===== src/tisl_params.svh =====
// constants for the tag host-port serial slave
`ifndef TISL_PARAMS_SVH
`define TISL_PARAMS_SVH
`define TISL_RES_NONE 4'h0
`define TISL_RES_TUN_RD 4'h1
`define TISL_RES_TUN_WR 4'h3
`define TISL_RES_NORMAL 4'h5
`define TISL_RES_BUSY 4'h7
`define TISL_RES_UNIMPL 4'h8
`define TISL_RES_PARAM 4'hA
`define TISL_RES_SELFDIAG 4'hB
`define TISL_ST_RADIO_BIT 5
`define TISL_ST_FIELD_BIT 4
`define TISL_CMD_READ 8'h08
`define TISL_CMD_WRITE 8'h18
`define TISL_CMD_RREG 8'h68
`define TISL_CMD_WREG 8'h78
`define TISL_CMD_TUNNEL_COMMAND_A 8'hA0
`define TISL_CMD_ANSWER 8'hA8
`define TISL_MEM_SIZE 16'h0200
`define TISL_RD_LEN_MAX 8'hFE
`define TISL_WR_LEN_MAX 8'hFB
`define TISL_FIFO_DEPTH 4
`define TISL_MAX_BYTES 8'hFF
`endif


===== src/tisl_pkg.sv =====
// types for the tag host-port serial slave
package tisl_pkg;
   typedef enum {
      TISL_IDLE, TISL_ADDR, TISL_ADDR_ACK, TISL_RX, TISL_RX_ACK,
      TISL_TX, TISL_TX_ACK, TISL_IGNORE
   } tisl_state_type;
   typedef struct packed {
      logic scl;
      logic sda;
   } tisl_bus_in_type;
   typedef struct packed {
      logic radio_command_event_flag;
      logic field_detect_event_flag;
      logic [3:0] command_result_code;
   } tisl_status_type;
endpackage


===== src/tisl_fifo.sv =====
// small valid/ready fifo for received write data bytes
`timescale 1ns/10ps
module tisl_fifo #(
   parameter int WIDTH = 8,
   parameter int DEPTH = 4
) (
   // clock and reset
   input wire logic clk_in,
   input wire logic rst_b_in,
   // write side
   input wire logic in_valid_in,
   output logic in_ready_out,
   input wire logic [WIDTH-1:0] in_data_in,
   // read side
   output logic out_valid_out,
   input wire logic out_ready_in,
   output logic [WIDTH-1:0] out_data_out
);
   localparam int AW = $clog2(DEPTH);
   typedef struct packed {
      logic [AW-1:0] wp;
      logic [AW-1:0] rp;
      logic [AW:0] cnt;
   } tisl_fifo_state_type;
   tisl_fifo_state_type st_ff, nxt_st;
   logic [WIDTH-1:0] mem_ff [DEPTH];
   logic push, pop;
   assign in_ready_out = (st_ff.cnt != (AW+1)'(DEPTH));
   assign out_valid_out = (st_ff.cnt != '0);
   assign out_data_out = mem_ff[st_ff.rp];
   assign push = in_valid_in && in_ready_out;
   assign pop = out_valid_out && out_ready_in;
   always_comb begin
      nxt_st = st_ff;
      if (push) begin
         nxt_st.wp = (st_ff.wp == AW'(DEPTH-1)) ? '0 : st_ff.wp + 1'b1;
      end
      if (pop) begin
         nxt_st.rp = (st_ff.rp == AW'(DEPTH-1)) ? '0 : st_ff.rp + 1'b1;
      end
      nxt_st.cnt = st_ff.cnt + (AW+1)'(push) - (AW+1)'(pop);
   end
   always_ff @(posedge clk_in) begin
      if (!rst_b_in) begin
         st_ff <= '0;
      end else begin
         st_ff <= nxt_st;
      end
      if (push) begin
         mem_ff[st_ff.wp] <= in_data_in;
      end
   end
   a_fifo_no_overflow: assert property (@(posedge clk_in)
      disable iff (!rst_b_in) st_ff.cnt <= (AW+1)'(DEPTH))
      else $error("fifo count above depth");
endmodule


===== src/tisl_slave.sv =====
// serial slave host port of the tag: framing, command decode, status reply
// Notes on behaviour
// - host is master, this port only slave
// - command write, then result on next read
// - read without command returns current status
// - address byte then zero to 255 bytes
// - matched address, write bit: receive command
// - matched address, read bit: send response
// - own address comes from memory setting
// - status bits seven and six read zero
// - status bit five shows radio command event
// - status bit four shows field detect event
// - low four status bits carry result
// - result 0x0 means no information
// - tunnel read 0x1, tunnel write 0x3
// - busy 0x7, normal completion 0x5
// - 0x8 unimplemented or idle tunnel command
// - 0xA address or length out of range
// - 0xB write to read-only area
// - error or busy: status byte only
`timescale 1ns/10ps
`include "tisl_params.svh"
module tisl_slave (
   // clock and reset
   input wire logic CLK_IN,
   input wire logic RST_B_IN,
   // serial bus, open drain data
   input wire tisl_pkg::tisl_bus_in_type BUS_IN,
   output logic SDA_OUT,
   output logic SDA_OE_OUT,
   // configuration and tag-side status
   input wire logic [6:0] OWN_BUS_ADDRESS_SETTING_IN,
   input wire logic RADIO_COMMAND_EVENT_FLAG_IN,
   input wire logic FIELD_DETECT_EVENT_FLAG_IN,
   input wire logic TUNNEL_READ_REQ_IN,
   input wire logic TUNNEL_WRITE_REQ_IN,
   input wire logic TUNNEL_ACTIVE_IN,
   input wire logic [15:0] READ_ONLY_LIMIT_IN,
   input wire logic CORE_BUSY_IN,
   input wire logic [7:0] REPLY_DATA_IN,
   // decoded command towards the tag core
   output logic CMD_START_OUT,
   output logic [7:0] CMD_CODE_OUT,
   output logic [15:0] CMD_ADDR_OUT,
   output logic [7:0] CMD_LEN_OUT,
   output logic WR_DATA_VALID_OUT,
   output logic [7:0] WR_DATA_OUT,
   output logic REPLY_ADVANCE_OUT
);
   import tisl_pkg::*;
   typedef struct packed {
      tisl_state_type fsm;
      logic scl_d;
      logic sda_d;
      logic [7:0] shift;
      logic [3:0] bit_cnt;
      logic [7:0] byte_cnt;
      logic [7:0] code;
      logic [15:0] addr;
      logic [7:0] len;
      logic [3:0] result;
      logic pending;
      logic data_ok;
      logic last_nack;
      logic sda_oe;
      logic cmd_start;
      logic wr_valid;
      logic [7:0] wr_data;
      logic advance;
   } tisl_reg_type;
   tisl_reg_type r_ff, nxt_r;
   tisl_status_type status;
   logic [7:0] status_byte;
   logic scl_rise, scl_fall, start_cond, stop_cond;
   logic fifo_in_ready, fifo_out_valid;
   logic [7:0] fifo_out_data;
   logic push_byte;
   assign scl_rise = BUS_IN.scl && !r_ff.scl_d;
   assign scl_fall = !BUS_IN.scl && r_ff.scl_d;
   assign start_cond = BUS_IN.scl && r_ff.scl_d && r_ff.sda_d && !BUS_IN.sda;
   assign stop_cond = BUS_IN.scl && r_ff.scl_d && !r_ff.sda_d && BUS_IN.sda;
   always_comb begin
      status.radio_command_event_flag = RADIO_COMMAND_EVENT_FLAG_IN;
      status.field_detect_event_flag = FIELD_DETECT_EVENT_FLAG_IN;
      status.command_result_code = r_ff.result;
      if (CORE_BUSY_IN) begin
         status.command_result_code = `TISL_RES_BUSY;
      end
      status_byte = {2'b00, status};
   end
   // data bytes received with a write command travel through the fifo to the tag core
   assign push_byte = (r_ff.fsm == TISL_RX_ACK) && scl_fall
      && r_ff.byte_cnt >= 8'd4 && r_ff.code == `TISL_CMD_WRITE;
   tisl_fifo #(.WIDTH(8), .DEPTH(`TISL_FIFO_DEPTH)) u_fifo (
      .clk_in(CLK_IN),
      .rst_b_in(RST_B_IN),
      .in_valid_in(push_byte),
      .in_ready_out(fifo_in_ready),
      .in_data_in(r_ff.shift),
      .out_valid_out(fifo_out_valid),
      .out_ready_in(!CORE_BUSY_IN),
      .out_data_out(fifo_out_data)
   );
   function automatic logic [3:0] check_cmd(input logic [7:0] c,
      input logic [15:0] a, input logic [7:0] n, input logic tun,
      input logic [15:0] ro);
      logic [3:0] res;
      logic [16:0] last;
      res = `TISL_RES_NORMAL;
      last = {1'b0, a} + {9'd0, n};
      case (c)
         `TISL_CMD_READ, `TISL_CMD_WRITE: begin
            if (n == 8'h00 || last > {1'b0, `TISL_MEM_SIZE}
               || (c == `TISL_CMD_READ && n > `TISL_RD_LEN_MAX)
               || (c == `TISL_CMD_WRITE && n > `TISL_WR_LEN_MAX)) begin
               res = `TISL_RES_PARAM;
            end else if (c == `TISL_CMD_WRITE && a < ro) begin
               res = `TISL_RES_SELFDIAG;
            end
         end
         `TISL_CMD_RREG, `TISL_CMD_WREG: res = `TISL_RES_NORMAL;
         `TISL_CMD_TUNNEL_COMMAND_A, `TISL_CMD_ANSWER: begin
            if (!tun) begin
               res = `TISL_RES_UNIMPL;
            end
         end
         default: res = `TISL_RES_UNIMPL;
      endcase
      return res;
   endfunction
   always_comb begin
      nxt_r = r_ff;
      nxt_r.scl_d = BUS_IN.scl;
      nxt_r.sda_d = BUS_IN.sda;
      nxt_r.cmd_start = 1'b0;
      nxt_r.wr_valid = fifo_out_valid && !CORE_BUSY_IN;
      nxt_r.wr_data = fifo_out_data;
      nxt_r.advance = 1'b0;
      if (!r_ff.pending && !CORE_BUSY_IN) begin
         if (TUNNEL_READ_REQ_IN) begin
            nxt_r.result = `TISL_RES_TUN_RD;
         end else if (TUNNEL_WRITE_REQ_IN) begin
            nxt_r.result = `TISL_RES_TUN_WR;
         end
      end
      if (start_cond) begin
         nxt_r.fsm = TISL_ADDR;
         nxt_r.bit_cnt = '0;
         nxt_r.sda_oe = 1'b0;
      end else if (stop_cond) begin
         if (r_ff.fsm == TISL_RX || r_ff.fsm == TISL_RX_ACK) begin
            if (r_ff.byte_cnt != 8'd0) begin
               nxt_r.result = check_cmd(r_ff.code, r_ff.addr, r_ff.len,
                  TUNNEL_ACTIVE_IN, READ_ONLY_LIMIT_IN);
               nxt_r.pending = 1'b1;
               nxt_r.cmd_start = 1'b1;
            end
         end
         nxt_r.fsm = TISL_IDLE;
         nxt_r.sda_oe = 1'b0;
      end else begin
         case (r_ff.fsm)
            TISL_IDLE: nxt_r.fsm = TISL_IDLE;
            TISL_ADDR, TISL_RX: begin
               if (scl_rise) begin
                  nxt_r.shift = {r_ff.shift[6:0], BUS_IN.sda};
                  nxt_r.bit_cnt = r_ff.bit_cnt + 4'd1;
               end else if (scl_fall && r_ff.bit_cnt == 4'd8) begin
                  nxt_r.bit_cnt = '0;
                  if (r_ff.fsm == TISL_RX) begin
                     nxt_r.fsm = TISL_RX_ACK;
                     nxt_r.sda_oe = fifo_in_ready
                        || r_ff.byte_cnt < 8'd4; // ack
                  end else if (r_ff.shift[7:1]
                     == OWN_BUS_ADDRESS_SETTING_IN) begin
                     nxt_r.fsm = TISL_ADDR_ACK;
                     nxt_r.sda_oe = 1'b1;
                  end else begin
                     nxt_r.fsm = TISL_IGNORE;
                  end
               end
            end
            TISL_ADDR_ACK: begin
               if (scl_fall) begin
                  nxt_r.byte_cnt = '0;
                  nxt_r.sda_oe = 1'b0;
                  if (r_ff.shift[0]) begin
                     nxt_r.fsm = TISL_TX;
                     nxt_r.shift = status_byte;
                     nxt_r.sda_oe = !status_byte[7];
                     nxt_r.data_ok = r_ff.pending && !CORE_BUSY_IN
                        && r_ff.result == `TISL_RES_NORMAL
                        && (r_ff.code == `TISL_CMD_READ
                        || r_ff.code == `TISL_CMD_RREG);
                     nxt_r.pending = CORE_BUSY_IN && r_ff.pending;
                     if (!CORE_BUSY_IN) begin
                        nxt_r.result = `TISL_RES_NONE;
                     end
                  end else begin
                     nxt_r.fsm = TISL_RX;
                  end
               end
            end
            TISL_RX_ACK: begin
               if (scl_fall) begin
                  nxt_r.sda_oe = 1'b0;
                  nxt_r.fsm = TISL_RX;
                  if (r_ff.byte_cnt != `TISL_MAX_BYTES) begin
                     nxt_r.byte_cnt = r_ff.byte_cnt + 8'd1;
                  end
                  case (r_ff.byte_cnt)
                     8'd0: nxt_r.code = r_ff.shift;
                     8'd1: nxt_r.addr[15:8] = r_ff.shift;
                     8'd2: nxt_r.addr[7:0] = r_ff.shift;
                     8'd3: nxt_r.len = r_ff.shift;
                     default: nxt_r.len = r_ff.len;
                  endcase
                  if (r_ff.byte_cnt == 8'd0) begin
                     nxt_r.addr = '0;
                     nxt_r.len = '0;
                  end
               end
            end
            TISL_TX: begin
               if (scl_fall) begin
                  nxt_r.bit_cnt = r_ff.bit_cnt + 4'd1;
                  nxt_r.shift = {r_ff.shift[6:0], 1'b0};
                  nxt_r.sda_oe = !r_ff.shift[6];
                  if (r_ff.bit_cnt == 4'd7) begin
                     nxt_r.fsm = TISL_TX_ACK;
                     nxt_r.sda_oe = 1'b0;
                     nxt_r.bit_cnt = '0;
                  end
               end
            end
            TISL_TX_ACK: begin
               if (scl_rise) begin
                  nxt_r.last_nack = BUS_IN.sda;
               end else if (scl_fall) begin
                  if (r_ff.last_nack || !r_ff.data_ok
                     || r_ff.byte_cnt >= r_ff.len) begin
                     nxt_r.fsm = TISL_IGNORE;
                     nxt_r.sda_oe = 1'b0;
                  end else begin
                     nxt_r.fsm = TISL_TX;
                     nxt_r.byte_cnt = r_ff.byte_cnt + 8'd1;
                     nxt_r.shift = REPLY_DATA_IN;
                     nxt_r.sda_oe = !REPLY_DATA_IN[7];
                     nxt_r.advance = 1'b1;
                  end
               end
            end
            TISL_IGNORE: nxt_r.fsm = TISL_IGNORE;
            default: nxt_r.fsm = TISL_IDLE;
         endcase
      end
   end
   always_ff @(posedge CLK_IN) begin
      if (!RST_B_IN) begin
         r_ff <= '0;
         r_ff.fsm <= TISL_IDLE;
         r_ff.scl_d <= 1'b1;
         r_ff.sda_d <= 1'b1;
      end else begin
         r_ff <= nxt_r;
      end
   end
   assign SDA_OUT = 1'b0;
   assign SDA_OE_OUT = r_ff.sda_oe;
   assign CMD_START_OUT = r_ff.cmd_start;
   assign CMD_CODE_OUT = r_ff.code;
   assign CMD_ADDR_OUT = r_ff.addr;
   assign CMD_LEN_OUT = r_ff.len;
   assign WR_DATA_VALID_OUT = r_ff.wr_valid;
   assign WR_DATA_OUT = r_ff.wr_data;
   assign REPLY_ADVANCE_OUT = r_ff.advance;
   a_status_top_zero: assert property (@(posedge CLK_IN)
      disable iff (!RST_B_IN) status_byte[7:6] == 2'b00)
      else $error("status top bits not zero");
   a_status_radio_bit: assert property (@(posedge CLK_IN)
      disable iff (!RST_B_IN)
      status_byte[5] == RADIO_COMMAND_EVENT_FLAG_IN)
      else $error("radio event bit wrong");
   a_status_field_bit: assert property (@(posedge CLK_IN)
      disable iff (!RST_B_IN)
      status_byte[4] == FIELD_DETECT_EVENT_FLAG_IN)
      else $error("field event bit wrong");
   a_busy_code_shown: assert property (@(posedge CLK_IN)
      disable iff (!RST_B_IN) CORE_BUSY_IN |-> status_byte[3:0] == 4'h7)
      else $error("busy code not shown");
   a_addr_match_ack: assert property (@(posedge CLK_IN)
      disable iff (!RST_B_IN) (r_ff.fsm == TISL_ADDR_ACK)
      |-> r_ff.sda_oe && r_ff.shift[7:1] == OWN_BUS_ADDRESS_SETTING_IN)
      else $error("matched address not acked");
   a_stop_starts_cmd: assert property (@(posedge CLK_IN)
      disable iff (!RST_B_IN) r_ff.cmd_start |-> r_ff.pending
      && r_ff.fsm == TISL_IDLE)
      else $error("command start without pending");
   a_error_no_data: assert property (@(posedge CLK_IN)
      disable iff (!RST_B_IN) (r_ff.fsm == TISL_TX && r_ff.byte_cnt != 8'd0)
      |-> r_ff.data_ok)
      else $error("data sent after non normal status");
   a_unimpl_code: assert property (@(posedge CLK_IN)
      disable iff (!RST_B_IN) $rose(r_ff.cmd_start) && !$past(CORE_BUSY_IN)
      && r_ff.code == 8'h55 |-> r_ff.result == 4'h8)
      else $error("unimplemented code not flagged");
   c_cmd_write: cover property (@(posedge CLK_IN) r_ff.cmd_start);
   c_read_tx: cover property (@(posedge CLK_IN) r_ff.fsm == TISL_TX);
   c_data_byte: cover property (@(posedge CLK_IN) r_ff.advance);
endmodule


===== config.mk =====
export PLATFORM = sky130hd
export DESIGN_NAME = tisl_slave
export DESIGN_NICKNAME = d
export VERILOG_FILES = /design/src/tisl_pkg.sv /design/src/tisl_fifo.sv /design/src/tisl_slave.sv
export VERILOG_INCLUDE_DIRS = /design/src
export SDC_FILE = /design/constraint.sdc
export NUM_CORES = 1
export LEC_CHECK = 0
export BUFFER_PORTS_ARGS = -buffer_cell sky130_fd_sc_hd__buf_4
export CAP_MARGIN = 5
export CORE_MARGIN = 10
export CORE_UTILIZATION = 51
export CTS_CLUSTER_DIAMETER = 80
export DETAILED_ROUTE_END_ITERATION = 12
export PLACE_DENSITY_LB_ADDON = 0.2
export SYNTH_ARGS = -nofsm -noshare
export SYNTH_HDL_FRONTEND = slang
export SYNTH_SLANG_ARGS = --single-unit

===== constraint.sdc =====
create_clock -name CLK_IN -period 7.7 [get_ports CLK_IN]
set_clock_uncertainty 0.15 [all_clocks]
set_input_delay 0.77 -clock CLK_IN [delete_from_list [all_inputs] [get_ports CLK_IN]]
set_output_delay 0.77 -clock CLK_IN [all_outputs]
set_load 0.005 [all_outputs]

==> results of run 1 <==
-- kinds of logic (layout without fill, tap and decap cells) --
| group | after synthesis | in the layout |
|---|---|---|
| simple gates | 246 | 246 |
| flops | 115 | 115 |
| fa+ha+maj | 46 | 46 |
| mux | 44 | 44 |
| compound gates | 150 | 150 |
| other cells | 1 | 1 |
| xor+xnor | 23 | 23 |
| buf+inv | 102 | 152 |
-- state kept, by name, summed over array words and instances (netlist names) --
register           cells
CMD_ADDR_OUT          16
CMD_CODE_OUT           8
u_fifo.mem_ff         32
CMD_START_OUT          1
REPLY_ADVANCE_OUT      1
r_ff                  32
WR_DATA_VALID_OUT      1
WR_DATA_OUT            8
u_fifo.st_ff           7
SDA_OE_OUT             1
CMD_LEN_OUT            8
-- cells in the final DEF (no fill, tap or decap), drive strengths merged, types with 13 or more instances in the layout --
cell | Yosys | final
a21oi | 42 | 42
edfxtp | 32 | 32
o21ai | 33 | 33
dfxtp | 83 | 83
inv | 35 | 37
mux2i | 36 | 36
ha | 44 | 44
nand3 | 16 | 16
buf | 50 | 85
nor2b | 31 | 31
nor2 | 51 | 51
nand2b | 14 | 14
and2 | 27 | 27
clkbuf | 17 | 20
nand2 | 48 | 48
nor3 | 15 | 15
xor2 | 13 | 13
-- worst reg2reg max path, stage by stage (launching register included) --
cell and delay, ns:
dfxtp_1 0.46, inv_1 0.08, ha_1 0.31, a21o_1 0.18
a211oi_1 0.23, o21a_1 0.19, o211ai_1 0.20, a31oi_1 0.80
o211ai_1 0.19, a21oi_1 0.20
-- final cells by class --
| class | count | area (sq um) | area share |
|---|---|---|---|
| clock buffer | 20 | 437 | 0.0548 |
| clock inverter | 12 | 133 | 0.0167 |
| inverter | 35 | 131 | 0.0165 |
| multi-input combinational | 510 | 3780 | 0.475 |
| sequential | 115 | 2620 | 0.329 |
| tap | 176 | 220 | 0.0276 |
| timing repair buffer | 85 | 638 | 0.0801 |
-- worst paths after layout --
check	slack (ns)	depth (start not counted)	endpoint
min reg2reg	0.34	2	r_ff[14]
min	0.34	2	r_ff[14]
max reg2reg	4.62	9	r_ff[68]
max	4.62	9	r_ff[68]
-- power by group --
group	total, mW	internal, mW	switching (mW)
logic	0.381	0.182	0.200
clock network	0.765	0.476	0.289
registers	0.763	0.672	0.0909
total	1.91	1.33	0.580
-- through the flow --
| stage | power (mW) | instances | setup slack [ns] |
|---|---|---|---|
| floorplan | 1.05 | 727 | 4.68 |
| global placement | 1.14 | 921 | 4.34 |
| detailed placement | 1.15 | 921 | 4.28 |
| CTS | 1.92 | 953 | 4.62 |
| global route | 2.00 | 953 | 4.22 |
| finish | 1.91 | 953 | 4.62 |
-- routing by layer --
metal,global-route usage,vias up,wire length (microns)
met5,0,-,0
met4,0.0714,0,313
met3,0.0579,31,1190
met2,0.319,165,8640
met1,0.237,2647,7840
li1,-,2663,-
==> metrics, run 1 <==
Syn. warnings=0; slowest cell on the critical path=a31oi_1; number of enable flip-flop cells after synthesis=32; hold buffer count at cts=0; Startpoint Class=flop; Boundary Pins=86; vias in the first global route=5460; Mapped Area=6960 sq um; Slew headroom=0.338; clk sink count=115; IO Port Bufs=between 80 and 90; gr ovfl total=0; cell mode on critical path=o211ai_1; first-pass GRT wire length=28700 microns; most frequent cell after synthesis=dfxtp_1; Mapped Nets=814; CP delay by family, top=compound AO/OA/AOI/OAI gates; WP data required=7.88 ns; placed inst area=7400 sq um; CP Cell Sequence=inv_1 > ha_1 > a21o_1 > a211oi_1 > o21a_1 > o211ai_1 > a31oi_1 > o211ai_1 > a21oi_1; Synth top cells by count=dfxtp_1, nor2_1, nand2_1; critical path class=reg2reg; Clock Tree Root=clkbuf_16; Synth Flop Type=dfxtp_1; Post-Synth XOR/XNOR Area=0.0290; GP Congestion=about 0.89; clock buffer count from CTS=17; area share of the largest cell type after synthesis=0.239; CTS tree=done; n_diodes=0; core area=roughly 13000 sq um; sequential fraction of the synthesis area=0.377; clock insertion delay at the later pin of the skew report=0.42 ns; final critical path time including I/O delays and setup=3.08 ns; Syn-to-layout area delta=14.5%; Worst-path clk slew=0.05 ns; largest net degree at the start of global routing=53; Worst Tran Pin Value=0.989 ns; Initial Util=0.523; nets@finish=851; status=finished, final reports clean; largest area contributor in the netlist=dfxtp_1; die area=roughly 19000 sq um; setup TNS=0 ns; H-tree depth=4; max cap viols=0; WP data arrival=3.26 ns; Final Cycle Share=0.400; router iterations before antenna repair=5; fmax=324 MHz; max-slew violations=0; filler cell count=between 1k and 1.5k; synthesized area per cell=9.57 sq um; minimum hold slack=0.340 ns; Syn Inst Count=727; setup bufs post-CTS=0; unrepaired setup endpoints after global routing=no; share of flip-flops with an asynchronous set or reset=0; crit path max fanout=13; PwrDens=240 nW/um^2; final setup fails=0; Die X-Extent=137 microns; reg2reg start=CMD_LEN_OUT[4]; Max VDD drop=153 uV; Fin. Hold Viols=0; final WL=about 18000 microns; Post-CTS Resized=0; clk buf depth=2; Vias/cell=a little under 6; DRC Markers=0; simple-gate share of the synthesized area=0.196; Die H=137 microns; mux share of post-synthesis cell area=0.0777; row count=42; layout cells sized above 1=0.190; hpwl dp=13200 microns; Netlist cell types=81; CP startpoint=CMD_LEN_OUT[4]; DRT antenna net count=0; Critical Path End Type=flop; Synth Area in Adders=0.0849; largest family of logic cells by synthesized area=simple AND/OR/NAND/NOR gates; Seq cells post-synth=between 100 and 150; Min-Delay Startpoint=r_ff[14]; via count=5506; WP buf/inv=1; crit-path max cell delay=0.80 ns; routed len/inst=18.9 microns; min-delay worst type=reg2reg; Synth Area in Compound Gates=0.155; final core utilization=0.599; GR Util All Layers=0.194; static leakage=around 3.3 nW; Final Cell Area=7970 sq um; Iter 0 DRT Violations=375; Synth area leaders=dfxtp_1, edfxtp_1, ha_1; antenna violations before repair=0
Power figures use the tool's default switching activity.
==> run 2: changes to the inputs <==
==> constraint.sdc (replaced) <==
create_clock -name CLK_IN -period 2.8 [get_ports CLK_IN]
set_clock_uncertainty 0.15 [all_clocks]
set_input_delay 0.28 -clock CLK_IN [delete_from_list [all_inputs] [get_ports CLK_IN]]
set_output_delay 0.28 -clock CLK_IN [all_outputs]
set_load 0.005 [all_outputs]
==> run 2 against run 1 <==
  * First-iteration DRC count down 0.80%
  * Non-clock buffer count up 34
  * Global-route usage up 0.66 points
  * Final cell count up 3.6%
  * Worst setup slack worse by 4.5 ns
  * Flip-flop and latch count unchanged
  * Utilization up 2.7 points
  * Final area up 4.6%
  * Sequential share of layout area down 1.4 points
  * Clock-buffer cell count up 1
  * Largest cell class unchanged
  * Clock power rose to 2.9 times the previous value
  * Combinational power rose to 3.5 times the previous value
==> metrics, run 2 (synthesis results as in run 1) <==
final setup fails=0; critical path class=in2reg; routed len/inst=18.7 microns; Startpoint Class=input port; max-slew violations=0; R2R cell count=10; via count=roughly 5.6k; clock buffer count from CTS=17; crit path max fanout=8; clk buf depth=2; static leakage=3.52 nW; H-tree depth=4; Final Cycle Share=0.971; clock insertion delay at the later pin of the skew report=0.41 ns; GR Util All Layers=0.201; IO Port Bufs=84; Slew headroom=0.447; Vias/cell=5.72; min-delay worst type=in2reg; largest net degree at the start of global routing=35; row count=42; final worst slack=between 0.08 and 0.09 ns; final core utilization=0.627; gr ovfl total=0; setup TNS=0 ns; nets@finish=between 800 and 900; core area=13300 sq um; Worst-path clk slew=0.06 ns; status=finished, final reports clean; unrepaired setup endpoints after global routing=yes; Fin. Hold Viols=0; minimum hold slack=0.0361 ns; slowest cell on the critical path=dlygate4sd3_1; Syn-to-layout area delta=19.7%; Die H=~140 microns; final critical path time including I/O delays and setup=2.72 ns; Worst Tran Pin Value=0.829 ns; first-pass GRT wire length=29700 microns; filler cell count=1119; fmax=around 370 MHz; leading cell type in the layout, fill and taps excluded=buf_4; Max VDD drop=around 390 uV; WP data required=2.96 ns; router iterations before antenna repair=5; PwrDens=663 nW/um^2; n_diodes=0; DRT antenna net count=0; antenna violations before repair=0; Iter 0 DRT Violations=372; Hold Path Depth=2; Boundary Pins=86; CTS tree=done; clk sink count=115; final WL=18500 microns; most frequent cells in the layout=buf_4, dfxtp_1, nor2_1, nand2_1, ha_1; Clock Tree Root=clkbuf_16; R2R setup slack=0.11 ns; max cap viols=0; CP Cell Sequence=dlygate4sd3_1 > buf_6 > nand2b_4 > or3_4 > nor2_4 > and4_1 > ha_1 > inv_1 > fa_2 > xnor2_2 > xnor2_1 > and2_1; vias in the first global route=5705; DRC Markers=0; GP Congestion=0.911; pre-CTS setup slack=-0.00208 ns; Critical Path End Type=flop; total power=5.52 mW; crit-path max cell delay=0.55 ns; die area=18700 sq um; hpwl dp=13600 microns; layout cells sized above 1=0.237; Initial Util=0.523; Die X-Extent=roughly 140 microns; WP data arrival=about 2.9 ns
[run 2: changes by cell type in the layout (fill, tap and decap cells not counted), sizes merged]
| cell | delta |
|---|---|
| inv | -1 |
| clkbuf | +1 |
| buf | +32 |
| clkinvlp | +2 |
| dlygate4sd3 | +2 |
| bufinv | +1 |
| clkinv | -3 |
[run 2: worst max-delay path, delay by kind of cell]
| family | cells | cell delay (ns) |
|---|---|---|
| xor gates and xnor gates | 2 | 0.28 |
| adders and majority gates | 2 | 0.53 |
| buffers and inverters | 3 | 0.74 |
| and+or+nand+nor | 5 | 1.04 |
[run 2: repair_timing]
action / CTS / global route
hold buffers: 2 / 0
resized for setup: 2 / 12
buffers inserted: 0 / 3
gates cloned: 0 / 1
endpoints found under the hold margin: 2 / 0
endpoints found under the setup margin: 4 / 9
pin swaps: 1 / 10
[run 2: path summary, 6_finish.rpt]
check	startpoint	endpoint
setup / recovery	BUS_IN[1]	u_fifo.st_ff[2]
hold / removal	RST_B_IN	r_ff[72]
setup reg to reg	CMD_ADDR_OUT[0]	r_ff[15]
hold reg to reg	r_ff[14]	r_ff[14]
[run 2: cell type report]
class                      instances  area, sq um  share of cell area
multi-input combinational        510         3840               0.461
sequential                       115         2620               0.315
timing repair buffer             119          900               0.108
clock buffer                      21          460              0.0553
tap                              176          220              0.0264
clock inverter                    11          154              0.0185
inverter                          35          131              0.0158
[run 2: metal layers]
metal	vias to the layer above	share of wire	GRT usage
met3	30	0.074	0.0517
met5	-	0	0
li1	2726	-	-
met1	2676	0.42	0.251
met2	211	0.49	0.336
met4	0	0.016	0.0550
[run 2: metrics by stage]
stage                     std cells  area [sq um]
after floorplan                 727          6960
after global placement          949          7610
final                           987          8330
after detailed placement        949          7610
after CTS                       983          8250
after global routing            987          8330
[run 2: where the power goes]
part / switching, mW / leakage (nW) / internal [mW]
combinational: 0.722 / 2.26 / 0.599
sequential: 0.117 / 0.973 / 1.85
clock: 0.786 / 0.282 / 1.45
==> run 3: changes to the inputs <==
--- a/config.mk
+++ b/config.mk
@@ -13,6 +13,7 @@
 export CTS_CLUSTER_DIAMETER = 80
 export DETAILED_ROUTE_END_ITERATION = 12
 export PLACE_DENSITY_LB_ADDON = 0.2
+export REMOVE_ABC_BUFFERS = 1
 export SYNTH_ARGS = -nofsm -noshare
 export SYNTH_HDL_FRONTEND = slang
 export SYNTH_SLANG_ARGS = --single-unit
==> run 3 against run 2 <==
  * Flip-flop and latch count did not move
  * Maximum frequency fell by 0.43%
  * Final area fell by 0.65%
==> metrics, run 3 (synthesis results as in run 1) <==
placed inst area=between 7000 and 8000 sq um; Clock Tree Root=clkbuf_16; min-delay worst type=in2reg; n_diodes=0; clk buf depth=2; PwrDens=644 nW/um^2; final critical path time including I/O delays and setup=2.73 ns; CTS tree=done; clk sink count=115; Cells after DPL=956; crit path max fanout=2; gr ovfl total=0; clock buffer count from CTS=17; Die X-Extent=137 microns; first-pass GRT wire length=29100 microns; largest net degree at the start of global routing=37; met1 Use GR=0.235; core area=~13000 sq um; met2 Usage GRT=0.327; pre-CTS setup slack=-0.0586 ns; row count=42; routed len/inst=18.4 microns; final WL=around 18000 microns; DRT antenna net count=0; busiest grt layer=met2; setup TNS=0 ns; total power=5.33 mW; Final Cycle Share=0.975; Worst Tran Pin Value=0.874 ns; R2R cell count=10; die area=approximately 19000 sq um; Worst-path clk slew=approximately 0.05 ns; max-slew violations=0; Iter 0 DRT Violations=335; Die H=between 100 and 150 microns; Boundary Pins=86; minimum hold slack=0.0530 ns; Hold Path Depth=3; status=finished, final reports clean; IO Port Bufs=84; Startpoint Class=flop; clock insertion delay at the later pin of the skew report=0.42 ns; Critical Path End Type=flop; Final Cell Area=8280 sq um; DRC Markers=0; final setup fails=0; max cap viols=0; H-tree depth=4; Fin. Hold Viols=0; critical path class=reg2reg; static leakage=3.51 nW; antenna violations before repair=0; Syn-to-layout area delta=19.0%; grt met3 use=0.0462; leading cell type in the layout, fill and taps excluded=buf_4; WP data required=2.94 ns; most frequent cells in the layout=buf_4, dfxtp_1, nor2_1, nand2_1, ha_1; layout cells sized above 1=0.238; via count=5633; final worst slack=0.0695 ns; post-route insts no fill=~1000; Initial Util=0.523; GP Congestion=0.920; hpwl dp=about 14000 microns; Slew headroom=0.417; fmax=between 300 and 400 MHz; final core utilization=0.623; vias in the first global route=around 5.7k; Max VDD drop=406 uV; Vias/cell=approximately 5.7; GR Util All Layers=0.195; router iterations before antenna repair=5; WP data arrival=2.87 ns; nets@finish=about 900
[run 3: changes by cell type in the layout (fill, tap and decap cells not counted), sizes merged]
| cell | change |
|---|---|
| bufinv | -1 |
| buf | +4 |
| clkbuf | -2 |
| dlygate4sd3 | -1 |
| clkinvlp | -1 |
| clkinv | +4 |
[run 3: layer usage]
metal | vias to the layer above | routed length (microns)
met5 | - | 0
met4 | 0 | 485
met3 | 36 | 1120
met2 | 175 | 8710
met1 | 2698 | 7920
li1 | 2724 | -
[run 3: power by group]
group          total [mW]  internal [mW]  switching (mW)  leakage, nW
Clock                2.09           1.30           0.784        0.269
Sequential           1.97           1.85           0.122        0.973
Combinational        1.27          0.582           0.693         2.27
Total                5.33           3.73            1.60         3.51
[run 3: timing repair]
action	4_1_cts	5_1_grt
buffers inserted	0	1
endpoints found under the hold margin	1	0
resized for setup	1	8
pin swaps	0	4
hold buffers	1	0
setup endpoints to repair	2	13
[run 3: area by class of cell]
class	instances	area (sq um)
Multi-Input combinational cell	510	3810
Sequential cell	115	2620
Clock buffer	19	433
Clock inverter	13	136
Fill cell	1097	5020
Timing Repair Buffer	122	918
Inverter	35	131
Tap cell	176	220
[run 3: final timing paths]
check,from,to,slack [ns]
setup / recovery,CMD_ADDR_OUT[0],r_ff[16],0.07
hold / removal,BUS_IN[1],r_ff[72],0.05
setup reg to reg,CMD_ADDR_OUT[0],r_ff[16],0.07
hold reg to reg,CMD_CODE_OUT[3],CMD_CODE_OUT[3],0.32
[run 3: worst max-delay path, cell delays in order (launching register included)]
cell	delay [ns]
dfxtp_1	0.31
ha_2	0.20
fa_2	0.38
a211oi_2	0.28
nor2_1	0.12
a41o_1	0.29
a211oi_2	0.19
a41oi_1	0.09
nor4_1	0.30
a31o_1	0.20
a31oi_1	0.08
